--- src/alt_pkg.sv ---
package alt_pkg;
   // instruction word and data widths
   localparam int unsigned ALT_INSTR_W = 10;
   localparam int unsigned ALT_DATA_W = 4;
   localparam int unsigned ALT_NUM_OPS = 6;

   // opcodes of the six transfer instructions
   localparam logic [9:0] ALT_OP_LOAD_ACC_FROM_TCTL_THREE = 10'h24d;
   localparam logic [9:0] ALT_OP_LOAD_ACC_FROM_TCTL_FOUR = 10'h24e;
   localparam logic [9:0] ALT_OP_LOAD_ACC_FROM_TCTL_FIVE = 10'h24f;
   localparam logic [9:0] ALT_OP_LOAD_ACC_FROM_TCTL_SIX = 10'h250;
   localparam logic [9:0] ALT_OP_LOAD_ACC_FROM_POINTER_ONE = 10'h052;
   localparam logic [9:0] ALT_OP_LOAD_ACC_FROM_POINTER_TWO = 10'h01f;

   // index of each instruction in the match vector
   localparam int unsigned ALT_IDX_TCTL_THREE = 0;
   localparam int unsigned ALT_IDX_TCTL_FOUR = 1;
   localparam int unsigned ALT_IDX_TCTL_FIVE = 2;
   localparam int unsigned ALT_IDX_TCTL_SIX = 3;
   localparam int unsigned ALT_IDX_POINTER_ONE = 4;
   localparam int unsigned ALT_IDX_POINTER_TWO = 5;

   // opcode table, in match-vector order
   localparam logic [9:0] ALT_OPCODES [ALT_NUM_OPS] = '{
      ALT_OP_LOAD_ACC_FROM_TCTL_THREE,
      ALT_OP_LOAD_ACC_FROM_TCTL_FOUR,
      ALT_OP_LOAD_ACC_FROM_TCTL_FIVE,
      ALT_OP_LOAD_ACC_FROM_TCTL_SIX,
      ALT_OP_LOAD_ACC_FROM_POINTER_ONE,
      ALT_OP_LOAD_ACC_FROM_POINTER_TWO
   };

   // accumulator value after reset, words and cycles per instruction
   localparam logic [3:0] ALT_ACC_RESET = 4'h0;
   localparam int unsigned ALT_WORDS_PER_OP = 1;
   localparam int unsigned ALT_CYCLES_PER_OP = 1;
endpackage : alt_pkg

--- src/alt_opcode_match.sv ---
`timescale 1ns/1ns
module alt_opcode_match
   import alt_pkg::*;
#(
   parameter logic [9:0] OPCODE = 10'h000
)
(
   // instruction in
   input wire logic valid_i,
   input wire logic [9:0] instr_i,
   // match out
   output logic hit_o
);
   // whole-word compare, so each opcode is unique
   assign hit_o = valid_i && (instr_i == OPCODE);
endmodule : alt_opcode_match

--- src/alt_core.sv ---
`timescale 1ns/1ns
//////////////////////////////////////////////////////////////////////////////
module alt_core
   import alt_pkg::*;
(
   // clock and reset
   input wire logic clk_i,
   input wire logic arst_n_i,
   input wire logic en_i,
   // decoded instruction word
   input wire logic instr_valid_i,
   input wire logic [9:0] instr_i,
   // source registers
   input wire logic [3:0] timer_control_three_i,
   input wire logic [3:0] timer_control_four_i,
   input wire logic [3:0] timer_control_five_i,
   input wire logic [3:0] timer_control_six_i,
   input wire logic [3:0] pointer_one_i,
   input wire logic [3:0] pointer_two_i,
   // accumulator writes from other instruction groups
   input wire logic acc_ext_we_i,
   input wire logic [3:0] acc_ext_data_i,
   // results
   output logic [3:0] acc_o,
   output logic acc_load_o,
   output logic carry_we_o,
   output logic skip_o
);

   //////////////////////////////////////////////////////////////////////////
   // opcode decode

   logic [ALT_NUM_OPS-1:0] hit;

   // one matcher per transfer instruction
   for (genvar g = 0; g < ALT_NUM_OPS; g++)
   begin : g_match
      alt_opcode_match #(
         .OPCODE(ALT_OPCODES[g])
      ) u_match (
         .valid_i(instr_valid_i),
         .instr_i(instr_i),
         .hit_o(hit[g])
      );
   end

   //////////////////////////////////////////////////////////////////////////
   // accumulator path

   logic [3:0] acc;
   logic acc_load;
   logic carry_we;
   logic skip;
   logic [3:0] next_acc;
   logic next_acc_load;
   logic next_carry_we;
   logic next_skip;

   // source select, one cycle per instruction
   always_comb
   begin
      next_acc = acc;
      next_acc_load = 1'b1;
      next_carry_we = 1'b0;
      next_skip = 1'b0;
      if (hit[ALT_IDX_TCTL_THREE])
      begin
         next_acc = timer_control_three_i;
      end
      else if (hit[ALT_IDX_TCTL_FOUR])
      begin
         next_acc = timer_control_four_i;
      end
      else if (hit[ALT_IDX_TCTL_FIVE])
      begin
         next_acc = timer_control_five_i;
      end
      else if (hit[ALT_IDX_TCTL_SIX])
      begin
         next_acc = timer_control_six_i;
      end
      else if (hit[ALT_IDX_POINTER_ONE])
      begin
         next_acc = pointer_one_i;
      end
      else if (hit[ALT_IDX_POINTER_TWO])
      begin
         next_acc = pointer_two_i;
      end
      else
      begin
         next_acc_load = 1'b0;
         if (acc_ext_we_i)
         begin
            next_acc = acc_ext_data_i;
         end
      end
   end

   // registers, frozen while enable is low
   always_ff @(posedge clk_i or negedge arst_n_i)
   begin
      if (!arst_n_i)
      begin
         acc <= ALT_ACC_RESET;
         acc_load <= 1'b0;
         carry_we <= 1'b0;
         skip <= 1'b0;
      end
      else if (en_i)
      begin
         acc <= next_acc;
         acc_load <= next_acc_load;
         carry_we <= next_carry_we;
         skip <= next_skip;
      end
   end

   assign acc_o = acc;
   assign acc_load_o = acc_load;
   assign carry_we_o = carry_we;
   assign skip_o = skip;
endmodule : alt_core

--- config.mk ---
export PLATFORM = sky130hd
export DESIGN_NAME = alt_core
export DESIGN_NICKNAME = d
export VERILOG_FILES = /design/src/alt_pkg.sv /design/src/alt_opcode_match.sv /design/src/alt_core.sv
export SDC_FILE = /design/constraint.sdc
export NUM_CORES = 1
export LEC_CHECK = 0
export BUFFER_PORTS_ARGS = -buffer_cell sky130_fd_sc_hd__clkbuf_2
export CAP_MARGIN = 20
export CORE_MARGIN = 2
export CORE_UTILIZATION = 43
export CTS_BUF_LIST = sky130_fd_sc_hd__clkbuf_8 sky130_fd_sc_hd__clkbuf_16
export DETAILED_ROUTE_END_ITERATION = 8
export PLACE_DENSITY_LB_ADDON = 0.15
export SETUP_SLACK_MARGIN = 0.02
export SYNTH_ARGS = -nofsm -noshare
export SYNTH_HDL_FRONTEND = slang
export SYNTH_SLANG_ARGS = --single-unit
--- constraint.sdc ---
create_clock -name clk_i -period 1.1 [get_ports clk_i]
set_input_delay 0.165 -clock clk_i [delete_from_list [all_inputs] [get_ports clk_i]]
set_output_delay 0.165 -clock clk_i [all_outputs]
set_load 0.01 [all_outputs]
Yosys cells after proc, flatten, opt, wreduce, memory -nomap -nowiden
Index checks and enable logic that the tools add are counted.
{ "word_totals": {"regBits": 5, "in_bits": 43, "out_inout_bits": 7, "word_cells": 29} }
{ "op_classes": {"n_eq_ne": 6, "muxes": 13, "reduce_logical": 8} }
{ "ops": {"columns": ["operator", "count"], "rows": [
  ["$eq A10 B10 Y1 const B", 4],
  ["$mux W4", 7],
  ["$eq A10 B5 Y1 const B", 1],
  ["$eq A10 B7 Y1 const B", 1],
  ["$reduce_bool A7 Y1", 1],
  ["$logic_and A1 B1 Y1", 6],
  ["$mux W1", 6],
  ["$reduce_and A2 Y1", 1]
]} }

Logic depth before layout (Yosys ltp)
Gate-level depths: netlist of the first run.
{ "depth": {"word_depth": 8, "mapped_depth": 7, "ltp_nobuf": 6} }

Hierarchy
A second synthesis of the first run with hierarchy kept.
{ "unflattened": {"hier_cells": 78, "hier_area_um2": 686.9} }
{ "by_module_without_submodules": {"columns": ["module", "instances", "cells_each", "area_per_inst_um2", "seq_area_each_um2"], "rows": [
  ["alt_core", 1, 54, 464.2, 125.1],
  ["alt_opcode_match at g_match[4].u_match ...", 2, 4, 38.8, 0.0],
  ["alt_opcode_match at g_match[0].u_match ...", 2, 4, 36.3, 0.0],
  ["alt_opcode_match at g_match[2].u_match", 1, 4, 37.5, 0.0],
  ["alt_opcode_match at g_match[3].u_match", 1, 4, 35.0, 0.0]
]} }

Worst setup path before layout of the first run
No wires, ideal clock.
{ "synth_path": {"path_type": "input to register", "startpoint": "input instr_i[9]", "endpoint": "register acc[3], in the netlist acc_o[3]", "setup_ns": 0.127, "t_arrival_ns": 1.518, "path_slack_ns": -0.545, "path_stages": 7, "n_path_buf": 1, "path_cell_list": "nor4b_4 and4_4 buf_8 mux2i_1 a221o_1 o221ai_1 mux2_1"} }
{ "synth_via": {"elab_chain_cells": 8, "word_cells_on_any_way": 20, "classes_between": "6 x eq/ne; 6 x mux; 8 x reduce/logical"} }
{ "synth_rtl": {"columns": ["item", "line", "rtl"], "rows": [
  ["start: declaration", "alt_core.sv:12", "input wire logic [9:0] instr_i,"],
  ["$eq A10 B5 Y1", "alt_opcode_match.sv:15", "assign hit_o = valid_i && (instr_i == OPCODE);"],
  ["$logic_and A1 B1 Y1", "alt_opcode_match.sv:15", null],
  ["$mux W4", "alt_core.sv:86", "else if (hit[ALT_IDX_POINTER_TWO])"],
  ["$mux W4", "alt_core.sv:82", "else if (hit[ALT_IDX_POINTER_ONE])"],
  ["$mux W4", "alt_core.sv:78", "else if (hit[ALT_IDX_TCTL_SIX])"],
  ["$mux W4", "alt_core.sv:74", "else if (hit[ALT_IDX_TCTL_FIVE])"],
  ["$mux W4", "alt_core.sv:70", "else if (hit[ALT_IDX_TCTL_FOUR])"],
  ["$mux W4", "alt_core.sv:66", "if (hit[ALT_IDX_TCTL_THREE])"],
  ["end signal: assignment", "alt_core.sv:112", "acc <= next_acc;"],
  ["end: declaration", "alt_core.sv:50", "logic [3:0] acc;"]
]} }
Several ways; a longest one is shown, not always the timed one.
A chain may end at the register's enable or synchronous reset.

Worst setup path in the final report of the first run
{ "layout_path": {"startpoint": "input instr_i[9]", "endpoint": "register acc[1], in the netlist acc_o[1]"} }
Same word-level chain as after synthesis.

==> results of run 1 <==
-- per-stage QoR --
stage	util (%)	TNS (ns)	area, um2	setup WS (ns)	total power [mW]
2_1_floorplan	-	-2.057	714.4	-0.5443	0.3425
3_3_place_gp	70.85	-2.806	1067	-0.6770	0.5042
3_5_place_dp	70.85	-3.059	1067	-0.7365	0.5080
4_1_cts	78.41	-1.708	1181	-0.4529	0.8831
5_1_grt	82.56	-2.253	1244	-0.5359	0.9428
6_report	82.56	-1.827	1244	-0.4545	0.8961
-- layout make-up --
cell class	instances	area (um2)
clock inverters	1	3.754
inverters	1	3.754
fillers	100	262.8
repair buffers	69	440.4
multi-input cells	71	609.3
well taps	16	20.02
clock buffers	3	41.29
flip-flops and latches	5	125.1
-- kinds of logic (layout without fill, tap and decap cells) --
logic type | after synthesis | in the layout | synth area share [%]
DFF | 5 | 5 | 17.95
and+or+nand+nor | 37 | 37 | 38.96
buffers and inverters | 4 | 74 | 4.846
other | 1 | 2 | 0.5381
AOI/OAI and AO/OA | 27 | 27 | 30.16
muxes | 5 | 5 | 7.540
-- registers in the layout (all words and copies together) (netlist names) --
signal,count
acc_o,4
acc_load_o,1
-- power groups by stage --
stage / combinational [mW] / sequential [mW] / clock [mW]
after floorplan: 0.109 / 0.233 / 0
after global placement: 0.280 / 0.225 / 0
after detailed placement: 0.285 / 0.223 / 0
after CTS: 0.302 / 0.222 / 0.359
after global routing: 0.345 / 0.225 / 0.373
final: 0.321 / 0.223 / 0.351
-- cell usage after synthesis (all sizes together) --
| cell type | count | area share [%] |
|---|---|---|
| nor4b | 2 | 6.8 |
| a32oi | 1 | 1.3 |
| o22ai | 1 | 0.90 |
| and2 | 2 | 2.0 |
| mux2 | 2 | 3.2 |
| conb | 1 | 0.54 |
| nand4 | 2 | 1.8 |
| nand2 | 6 | 3.2 |
| nor2 | 7 | 3.8 |
| o41ai | 1 | 4.0 |
| and4 | 1 | 1.6 |
| nand2b | 3 | 2.7 |
| nor4 | 1 | 3.1 |
| a211oi | 1 | 1.1 |
| a21oi | 8 | 5.7 |
| nand3 | 3 | 2.2 |
| inv | 1 | 0.54 |
| nor3b | 4 | 5.0 |
| nor3 | 1 | 0.72 |
| a221oi | 1 | 2.2 |
| nor2b | 2 | 1.8 |
| a221o | 2 | 2.9 |
| o221ai | 3 | 3.8 |
| o31a | 1 | 1.3 |
| buf | 3 | 4.3 |
| and3b | 1 | 1.4 |
| a22oi | 3 | 3.2 |
| o21ai | 4 | 2.9 |
| nand4b | 1 | 1.3 |
| o31ai | 1 | 1.1 |
| mux2i | 3 | 4.3 |
| dfrtp | 5 | 18 |
| and3 | 1 | 1.6 |
-- worst max path at each step --
stage               slack, ns        from        to  cells after the start
floorplan               -0.54  instr_i[5]  acc_o[3]                      7
CTS                     -0.45  instr_i[9]  acc_o[3]                      7
finish                  -0.45  instr_i[9]  acc_o[1]                      7
detailed placement      -0.74  instr_i[5]  acc_o[3]                      7
global placement        -0.68  instr_i[9]  acc_o[3]                      7
global route            -0.54  instr_i[9]  acc_o[3]                      7
-- timing repair --
action,4_1_cts,5_1_grt
resized for setup,7,15
endpoints found under the setup margin,5,5
endpoints found under the hold margin,5,0
pin swaps,6,7
hold buffers,1,0
setup buffers,2,2
-- worst max-delay path: cells and delay by family --
family	cells	cell delay, ns
buf+inv	1	0.10
mux	2	0.51
compound gates	2	0.28
simple gates	2	0.61
-- per-layer routing --
metal	track usage [%]	part of all wire (%)
met5	0	0
met3	8.980	8.5
met1	37.69	42
met4	12.12	2.0
met2	43.24	47
==> out/results.ini, run 1 <==
[pwr]
leakage_nw = 0.5833
seqPwrFrac_pct = 24.9
irDropWorstVdd_v = 0.0006608
p_int_mw = 0.6282
pwr-share-clk_pct = 39.2
powerDensity_mw_per_mm2 = 720.5
p_comb_share_pct = 35.9
switching_share_pct = 29.89
power.switching_mw = 0.2679

[setup_path]
worst_path_largest_cell_delay_ns = 0.33
r2r_cells = 1
worstPathCellList = buf_8 -> nor4b_4 -> and4_4 -> mux2i_2 -> a221o_1 -> o221ai_2 -> mux2_4
regToRegEndpoint = acc_o[3]
worst-setup-path-type = input pin to flop
reg2reg_slack_ns = 0.32
end_kind = flop
critPathArrivalTime_ns = 1.67
worst-path-max-fanout = 5
cp_slowest_cell = and4_4
rr_startpoint = acc_o[3]
cp_data_required_time_ns = 1.21
startpoint_type = input pin

[hold_path]
min_path_cells = 2
timing.hold.worst.start = en_i
hold_class = input pin to flop
hold_end = acc_load_o

[synth]
ys_types = 36
yosysSeqAreaShare_pct = 17.95
synth_area_um2 = 696.9
ys_ff_latch = 5
ys.warnings.count = 0
syn_inst = 79
avgSynthCellArea_um2 = 8.822

[sta]
fin_crit_ns = 1.555
final_hold_viol_count = 0
fin_skew_ns = 0
holdWs_ns = 0.1828
maxSlewViolCount = 0
max_freq_ghz = 0.6433
fin_ws_ns = -0.4545
rsz0062_at_grt = true
setup_viol = 5
fin_crit_sh_pct = 141.3

[global_route]
antenna_found_initial = 0
grt_pass1_vias = 882
overflow = 0
grt_max_degree = 7
grtUsageTotal_pct = 28.66
grt_first_pass_wirelength_mm = 3.988

[die]
start_util_pct = 46.26
num_rows = 14
die_height_um = 44.26
die_w_um = 44.26
dieArea_mm2 = 0.001959
core_mm2 = 0.001506
io_pins = 50

[clocking]
h-tree-depth = 1
clockBufferDepth = 2
clock_latency_ns = 0.23
tritoncts = done
clkSinkCount = 5
numCtsBuffers = 3
cts.clk_slew.worst_paths_ns = 0.04
root_buffer = clkbuf_8

[placement]
portBuffers = 47
hpwlAfterDp_mm = 1.979
dp_cells = 157
gp_congestion = 0.8629

[cells_and_area]
syn_to_final_growth_pct = 78.46
antenna_cells = 0
final_common_cell = clkbuf_2
final_cells = 166
fin_nets = 194
layout_common_cells = clkbuf_2, buf_4, nor2_1
drive_gt1_share_pct = 60.67

[detailed_routing]
drt_pass1_iterations = 4
drtAntennaViolNets = 0
drc = 0
drt_iter0_markers = 37
vias = 953
avgRoutedWirePerCell_um = 16.11
drt-total-wl_mm = 2.674
avgViaCountPerCell = 5.741

[status]
outcome = finished with violations
violations = setup timing

[flow_run]
cap_violations = 0

Power figures use the tool's default switching activity.
==> run 2, diff against run 1 <==
--- a/config.mk
+++ b/config.mk
@@ -7,8 +7,10 @@
 export LEC_CHECK = 0
 export BUFFER_PORTS_ARGS = -buffer_cell sky130_fd_sc_hd__clkbuf_2
 export CAP_MARGIN = 20
+export CELL_PAD_IN_SITES_DETAIL_PLACEMENT = 0
+export CELL_PAD_IN_SITES_GLOBAL_PLACEMENT = 1
 export CORE_MARGIN = 2
-export CORE_UTILIZATION = 43
+export CORE_UTILIZATION = 29
 export CTS_BUF_LIST = sky130_fd_sc_hd__clkbuf_8 sky130_fd_sc_hd__clkbuf_16
 export DETAILED_ROUTE_END_ITERATION = 8
 export PLACE_DENSITY_LB_ADDON = 0.15
==> run 2 against run 1 <==
  * The run still ends with setup timing left
  * First-iteration DRC count decreased by 97%
  * Sequential cell count is the same
  * Sequential share of layout area shrank 0.38 points
  * Largest cell class unchanged
==> out/results.ini, run 2 (same netlist as run 1, synthesis figures left out) <==
[die]
start_util_pct = 31.20  ; was 46.26%
die_w_um = 53.02  ; was 44.26 um
io_pins = 50  ; unchanged
die_height_um = 53.02  ; was 44.26 um
core_mm2 = 0.002233  ; was 0.001506 mm2
dieArea_mm2 = 0.002811  ; was 0.001959 mm2
num_rows = 17  ; was 14

[setup_path]
cp.buffers_inverters = 1  ; unchanged
regToRegEndpoint = acc_o[2]  ; was acc_o[3]
cp_slowest_cell = and4_4  ; unchanged
worstPathCellList = buf_8 -> nor4b_4 -> and4_4 -> mux2i_1 -> a221o_1 -> o221ai_2 -> mux2_4  ; was buf_8 -> nor4b_4 -> and4_4 -> mux2i_2 -> a221o_1 -> o221ai_2 -> mux2_4
end_kind = flop  ; unchanged
worst_path_largest_cell_delay_ns = 0.32  ; was 0.33 ns
worst-path-max-fanout = 6  ; was 5
crit_end = acc_o[1]  ; unchanged
cp_data_required_time_ns = 1.20  ; was 1.21 ns
critPathArrivalTime_ns = 1.62  ; was 1.67 ns
r2r_cells = 2  ; was 1
worst-setup-path-type = input pin to flop  ; unchanged
reg2reg_slack_ns = 0.34  ; was 0.32 ns
cp_top_family = simple AND/OR/NAND/NOR gates  ; unchanged
startpoint_type = input pin  ; unchanged
startpoint = instr_i[9]  ; unchanged
crit_cells = 7  ; unchanged
rr_startpoint = acc_o[2]  ; was acc_o[3]

[cells_and_area]
syn_to_final_growth_pct = 85.46  ; was 78.46%
final_core_util_pct = 57.87  ; was 82.56%
antenna_cells = 0  ; unchanged
layout_common_cells = clkbuf_2, buf_4, nor2_1  ; unchanged
drive_gt1_share_pct = 63.40  ; was 60.67%
final_common_cell = clkbuf_2  ; unchanged
largest_register_ffs = 4  ; unchanged
stdcell_area_mm2 = 0.001292  ; was 0.001244 mm2
fin_nets = 197  ; was 194

[clocking]
clockBufferDepth = 2  ; unchanged
root_buffer = clkbuf_8  ; unchanged
numCtsBuffers = 3  ; unchanged
tritoncts = done  ; unchanged
clkSinkCount = 5  ; unchanged
h-tree-depth = 1  ; unchanged
clock_latency_ns = 0.22  ; was 0.23 ns
cts.clk_slew.worst_paths_ns = 0.04  ; about the same

[sta]
max_freq_ghz = 0.6563  ; was 0.6433 GHz
fin_crit_sh_pct = 138.5  ; was 141.3%
rsz0062_at_grt = true  ; unchanged
maxSlewViolCount = 0  ; unchanged
holdWs_ns = 0.2022  ; was 0.1828 ns
fin_skew_ns = 0  ; unchanged
setup_viol = 5  ; unchanged
fin_ws_ns = -0.4238  ; was -0.4545 ns
final_hold_viol_count = 0  ; unchanged
fin_crit_ns = 1.524  ; was 1.555 ns

[global_route]
grt_first_pass_wirelength_mm = 3.643  ; was 3.988 mm
use_met3_pct = 1.695  ; was 8.980%
gr-max-usage-layer = met2  ; unchanged
grt_pass1_vias = 924  ; was 882
overflow = 0  ; unchanged
antenna_found_initial = 0  ; unchanged
grtUsageMet2_pct = 35.63  ; was 43.24%
use_met1_pct = 17.83  ; was 37.69%
grtUsageTotal_pct = 17.30  ; was 28.66%
grt_max_degree = 7  ; unchanged

[placement]
portBuffers = 47  ; unchanged
hpwlAfterDp_mm = 1.956  ; was 1.979 mm
gp_congestion = 0.7870  ; was 0.8629
dpl-instance-area_mm2 = 0.001082  ; was 0.001067 mm2

[flow_run]
cap_violations = 0  ; unchanged

[detailed_routing]
drc = 0  ; unchanged
avgViaCountPerCell = 5.160  ; was 5.741
drt-total-wl_mm = 2.417  ; was 2.674 mm
vias = 934  ; was 953
drtAntennaViolNets = 0  ; unchanged
drt_iter0_markers = 1  ; was 37
drt_pass1_iterations = 3  ; was 4
avgRoutedWirePerCell_um = 13.35  ; was 16.11 um

[pwr]
leakage_nw = 0.6023  ; was 0.5833 nW
irDropWorstVdd_v = 0.0004510  ; was 0.0006608 V
powerDensity_mw_per_mm2 = 673.6  ; was 720.5 mW/mm2

[status]
outcome = finished with violations  ; unchanged
violations = setup timing  ; unchanged

[hold_path]
hold_class = input pin to flop  ; unchanged

run 2: worst min path at each step:
stage,endpoint,depth (start not counted),startpoint,slack (ns)
6_report,acc_load_o,2,en_i,0.20
5_1_grt,acc_load_o,2,en_i,0.21
4_1_cts,acc_load_o,2,en_i,0.19
3_5_place_dp,acc_o[2],1,arst_n_i,-0.01
3_3_place_gp,acc_load_o,1,arst_n_i,-0.02
2_1_floorplan,acc_load_o,0,arst_n_i,-0.13
run 2: where the power goes:
part | internal (mW) | total (mW) | switching [mW]
Clock | 0.239 | 0.327 | 0.0877
Combinational | 0.187 | 0.323 | 0.136
Sequential | 0.208 | 0.221 | 0.0130
run 2: layer usage:
metal | share of wire [%] | wire length [um] | vias to the layer above
met4 | 0 | 0 | 0
met3 | 4.4 | 106 | 0
met1 | 36 | 865 | 453
met2 | 60 | 1446 | 24
met5 | 0 | 0 | -
li1 | - | - | 457
run 2: repair_timing:
item / CTS / global route
pin swaps: 9 / 10
hold buffers: 1 / 0
hold endpoints to repair: 5 / 0
endpoints found under the setup margin: 5 / 5
gates resized for setup: 10 / 22
setup buffers: 6 / 2
run 2: through the flow:
step / setup TNS (ns) / setup slack [ns] / instances / power, mW
after detailed placement: -2.899 / -0.7028 / 169 / 0.5103
final: -1.767 / -0.4238 / 181 / 0.8706
after CTS: -1.626 / -0.4191 / 180 / 0.8686
after floorplan: -2.057 / -0.5443 / 80 / 0.3425
after global routing: -2.132 / -0.4911 / 181 / 0.9319
after global placement: -2.780 / -0.6787 / 169 / 0.5073
run 2: final cells by class:
cell class | count | area [um2]
clock buffer | 3 | 41.29
multi-input combinational | 71 | 610.6
clock inverter | 1 | 3.754
sequential | 5 | 125.1
inverter | 1 | 3.754
timing repair buffer | 72 | 473.0
fill | 224 | 940.9
tap | 28 | 35.03
==> run 3, diff against run 2 <==
--- a/config.mk
+++ b/config.mk
@@ -6,12 +6,10 @@
 export NUM_CORES = 1
 export LEC_CHECK = 0
 export BUFFER_PORTS_ARGS = -buffer_cell sky130_fd_sc_hd__clkbuf_2
-export CAP_MARGIN = 20
 export CELL_PAD_IN_SITES_DETAIL_PLACEMENT = 0
 export CELL_PAD_IN_SITES_GLOBAL_PLACEMENT = 1
 export CORE_MARGIN = 2
 export CORE_UTILIZATION = 29
-export CTS_BUF_LIST = sky130_fd_sc_hd__clkbuf_8 sky130_fd_sc_hd__clkbuf_16
 export DETAILED_ROUTE_END_ITERATION = 8
 export PLACE_DENSITY_LB_ADDON = 0.15
 export SETUP_SLACK_MARGIN = 0.02
==> run 3 against run 2 <==
  * The run still ends with setup timing left
  * Sequential cell count is the same
  * Design area shrank 1.5%
  * Combinational power is essentially flat
  * Critical path depth grew 2
  * Wire length fell by 2.8%
  * Hold slack got worse by 0.019 ns
  * Critical path type unchanged
  * Largest power group is now combinational cells
==> out/results.ini, run 3 (same netlist as run 1, synthesis figures left out) <==
[detailed_routing]
drt_iter0_markers = 3  ; was 1
drt_pass1_iterations = 2  ; was 3
vias = 929  ; was 934
drc = 0  ; unchanged
drtAntennaViolNets = 0  ; unchanged
avgRoutedWirePerCell_um = 12.98  ; was 13.35 um
drt-total-wl_mm = 2.349  ; was 2.417 mm
avgViaCountPerCell = 5.133  ; was 5.160

[global_route]
grt_max_degree = 7  ; unchanged
grtUsageMet2_pct = 35.21  ; was 35.63%
grt_first_pass_wirelength_mm = 3.581  ; was 3.643 mm
overflow = 0  ; unchanged
grt_pass1_vias = 922  ; was 924
use_met1_pct = 17.49  ; was 17.83%
gr-max-usage-layer = met2  ; unchanged
antenna_found_initial = 0  ; unchanged
grtUsageTotal_pct = 17.07  ; was 17.30%
use_met3_pct = 0.8475  ; was 1.695%

[setup_path]
startpoint_type = input pin  ; unchanged
worst-setup-path-type = input pin to flop  ; unchanged
critPathArrivalTime_ns = 1.60  ; was 1.62 ns
cp_slowest_cell = mux2_4  ; was and4_4
worst-path-max-fanout = 5  ; was 6
worstPathCellList = buf_8 -> nor3b_4 -> nand4_1 -> buf_4 -> buf_4 -> o21ai_0 -> a221o_1 -> o221ai_2 -> mux2_4  ; was buf_8 -> nor4b_4 -> and4_4 -> mux2i_1 -> a221o_1 -> o221ai_2 -> mux2_4
cp.buffers_inverters = 3  ; was 1
worst_path_largest_cell_delay_ns = 0.27  ; was 0.32 ns
cp_top_family = buffers and inverters  ; was simple AND/OR/NAND/NOR gates
path_common_cell = buf_4
end_kind = flop  ; unchanged
cp_data_required_time_ns = 1.22  ; was 1.20 ns

[pwr]
pwr-share-clk_pct = 27.7  ; was 37.5%
leakage_nw = 0.5904  ; was 0.6023 nW
irDropWorstVdd_v = 0.0003335  ; was 0.0004510 V
p_int_mw = 0.5315  ; was 0.6341 mW
powerDensity_mw_per_mm2 = 588.1  ; was 673.6 mW/mm2
power.switching_mw = 0.2176  ; was 0.2365 mW
switching_share_pct = 29.05  ; was 27.16%
p_comb_share_pct = 42.9  ; was 37.1%
seqPwrFrac_pct = 29.4  ; was 25.4%

[clocking]
clock_latency_ns = 0.24  ; was 0.22 ns
tritoncts = done  ; unchanged
cts.clk_slew.worst_paths_ns = 0.04  ; about the same
clkSinkCount = 5  ; unchanged
numCtsBuffers = 3  ; unchanged
root_buffer = clkbuf_4  ; was clkbuf_8
clockBufferDepth = 2  ; unchanged
h-tree-depth = 1  ; unchanged

[placement]
portBuffers = 47  ; unchanged
pre_cts_slack_ns = -0.7028  ; unchanged
gp_congestion = 0.7870  ; unchanged
hpwlAfterDp_mm = 1.956  ; unchanged

[cells_and_area]
syn_to_final_growth_pct = 82.76  ; was 85.46%
fin_nets = 197  ; unchanged
antenna_cells = 0  ; unchanged
drive_gt1_share_pct = 63.40  ; unchanged
layout_common_cells = clkbuf_2, buf_4, nor2_1  ; unchanged
final_common_cell = clkbuf_2  ; unchanged
final_core_util_pct = 57.03  ; was 57.87%
largest_register_ffs = 4  ; unchanged

[status]
violations = setup timing  ; unchanged
outcome = finished with violations  ; unchanged

[sta]
max_freq_ghz = 0.6733  ; was 0.6563 GHz
fin_crit_ns = 1.485  ; was 1.524 ns
maxSlewViolCount = 0  ; unchanged
fin_skew_ns = 0  ; unchanged
holdWs_ns = 0.1828  ; was 0.2022 ns
fin_ws_ns = -0.3851  ; was -0.4238 ns
rsz0062_at_grt = true  ; unchanged
fin_crit_sh_pct = 135.0  ; was 138.5%
final_hold_viol_count = 0  ; unchanged
setup_viol = 5  ; unchanged

[hold_path]
hold_class = input pin to flop  ; unchanged

[die]
start_util_pct = 31.20  ; unchanged
dieArea_mm2 = 0.002811  ; unchanged
die_w_um = 53.02  ; unchanged
die_height_um = 53.02  ; unchanged
num_rows = 17  ; unchanged
core_mm2 = 0.002233  ; unchanged
io_pins = 50  ; unchanged

[flow_run]
cap_violations = 0  ; unchanged

## run 3: cell types whose count changed in the layout (fill, tap and decap cells not counted), sizes merged
cell	before	now
clkbuf	46	47
inv	2	1
## run 3: cell type report
cell class,count,area (um2)
fillers,226,959.7
multi-input cells,71,610.6
repair buffers,72,473.0
flip-flops and latches,5,125.1
well taps,28,35.03
clock buffers,4,26.28
inverters,1,3.754
## run 3: final timing paths
check / start / end / slack [ns] / depth (start not counted)
hold / removal: en_i / acc_load_o / 0.18 / 2
min in group asynchronous: arst_n_i / acc_o[3] / 0.28 / 2
max in group asynchronous: arst_n_i / acc_load_o / 0.69 / 2
setup / recovery: instr_i[5] / acc_o[3] / -0.39 / 9
hold reg to reg: acc_o[0] / acc_o[0] / 0.49 / 2
setup reg to reg: acc_o[2] / acc_o[2] / 0.34 / 2
## run 3: timing repair
action / CTS / global route
hold endpoints to repair: 5 / 0
pin swaps: 9 / 10
endpoints found under the setup margin: 5 / 5
resized for setup: 10 / 22
setup buffers: 6 / 2
hold buffers: 1 / 0
cloned: 0 / 0
## run 3: power by group through the flow
| stage | logic, mW | clock network (mW) | registers (mW) |
|---|---|---|---|
| finish | 0.321 | 0.207 | 0.220 |
| global route | 0.353 | 0.235 | 0.224 |
| CTS | 0.307 | 0.221 | 0.221 |
| detailed placement | 0.287 | 0 | 0.223 |
| global placement | 0.285 | 0 | 0.223 |
| floorplan | 0.109 | 0 | 0.233 |
## run 3: per-stage QoR
stage                     TNS (ns)  power, mW  cell area, um2  std cells
after floorplan             -2.057     0.3425           714.4         80
after global placement      -2.780     0.5073            1082        169
after detailed placement    -2.899     0.5103            1082        169
after CTS                   -1.498     0.7501            1210        180
after global routing        -1.934     0.8120            1274        181
final                       -1.634     0.7490            1274        181
## run 3: per-layer routing
layer | vias up | share of wire (%)
met5 | - | 0
met4 | 0 | 0
met3 | 0 | 4.1
met2 | 24 | 60
met1 | 448 | 36
li1 | 457 | -
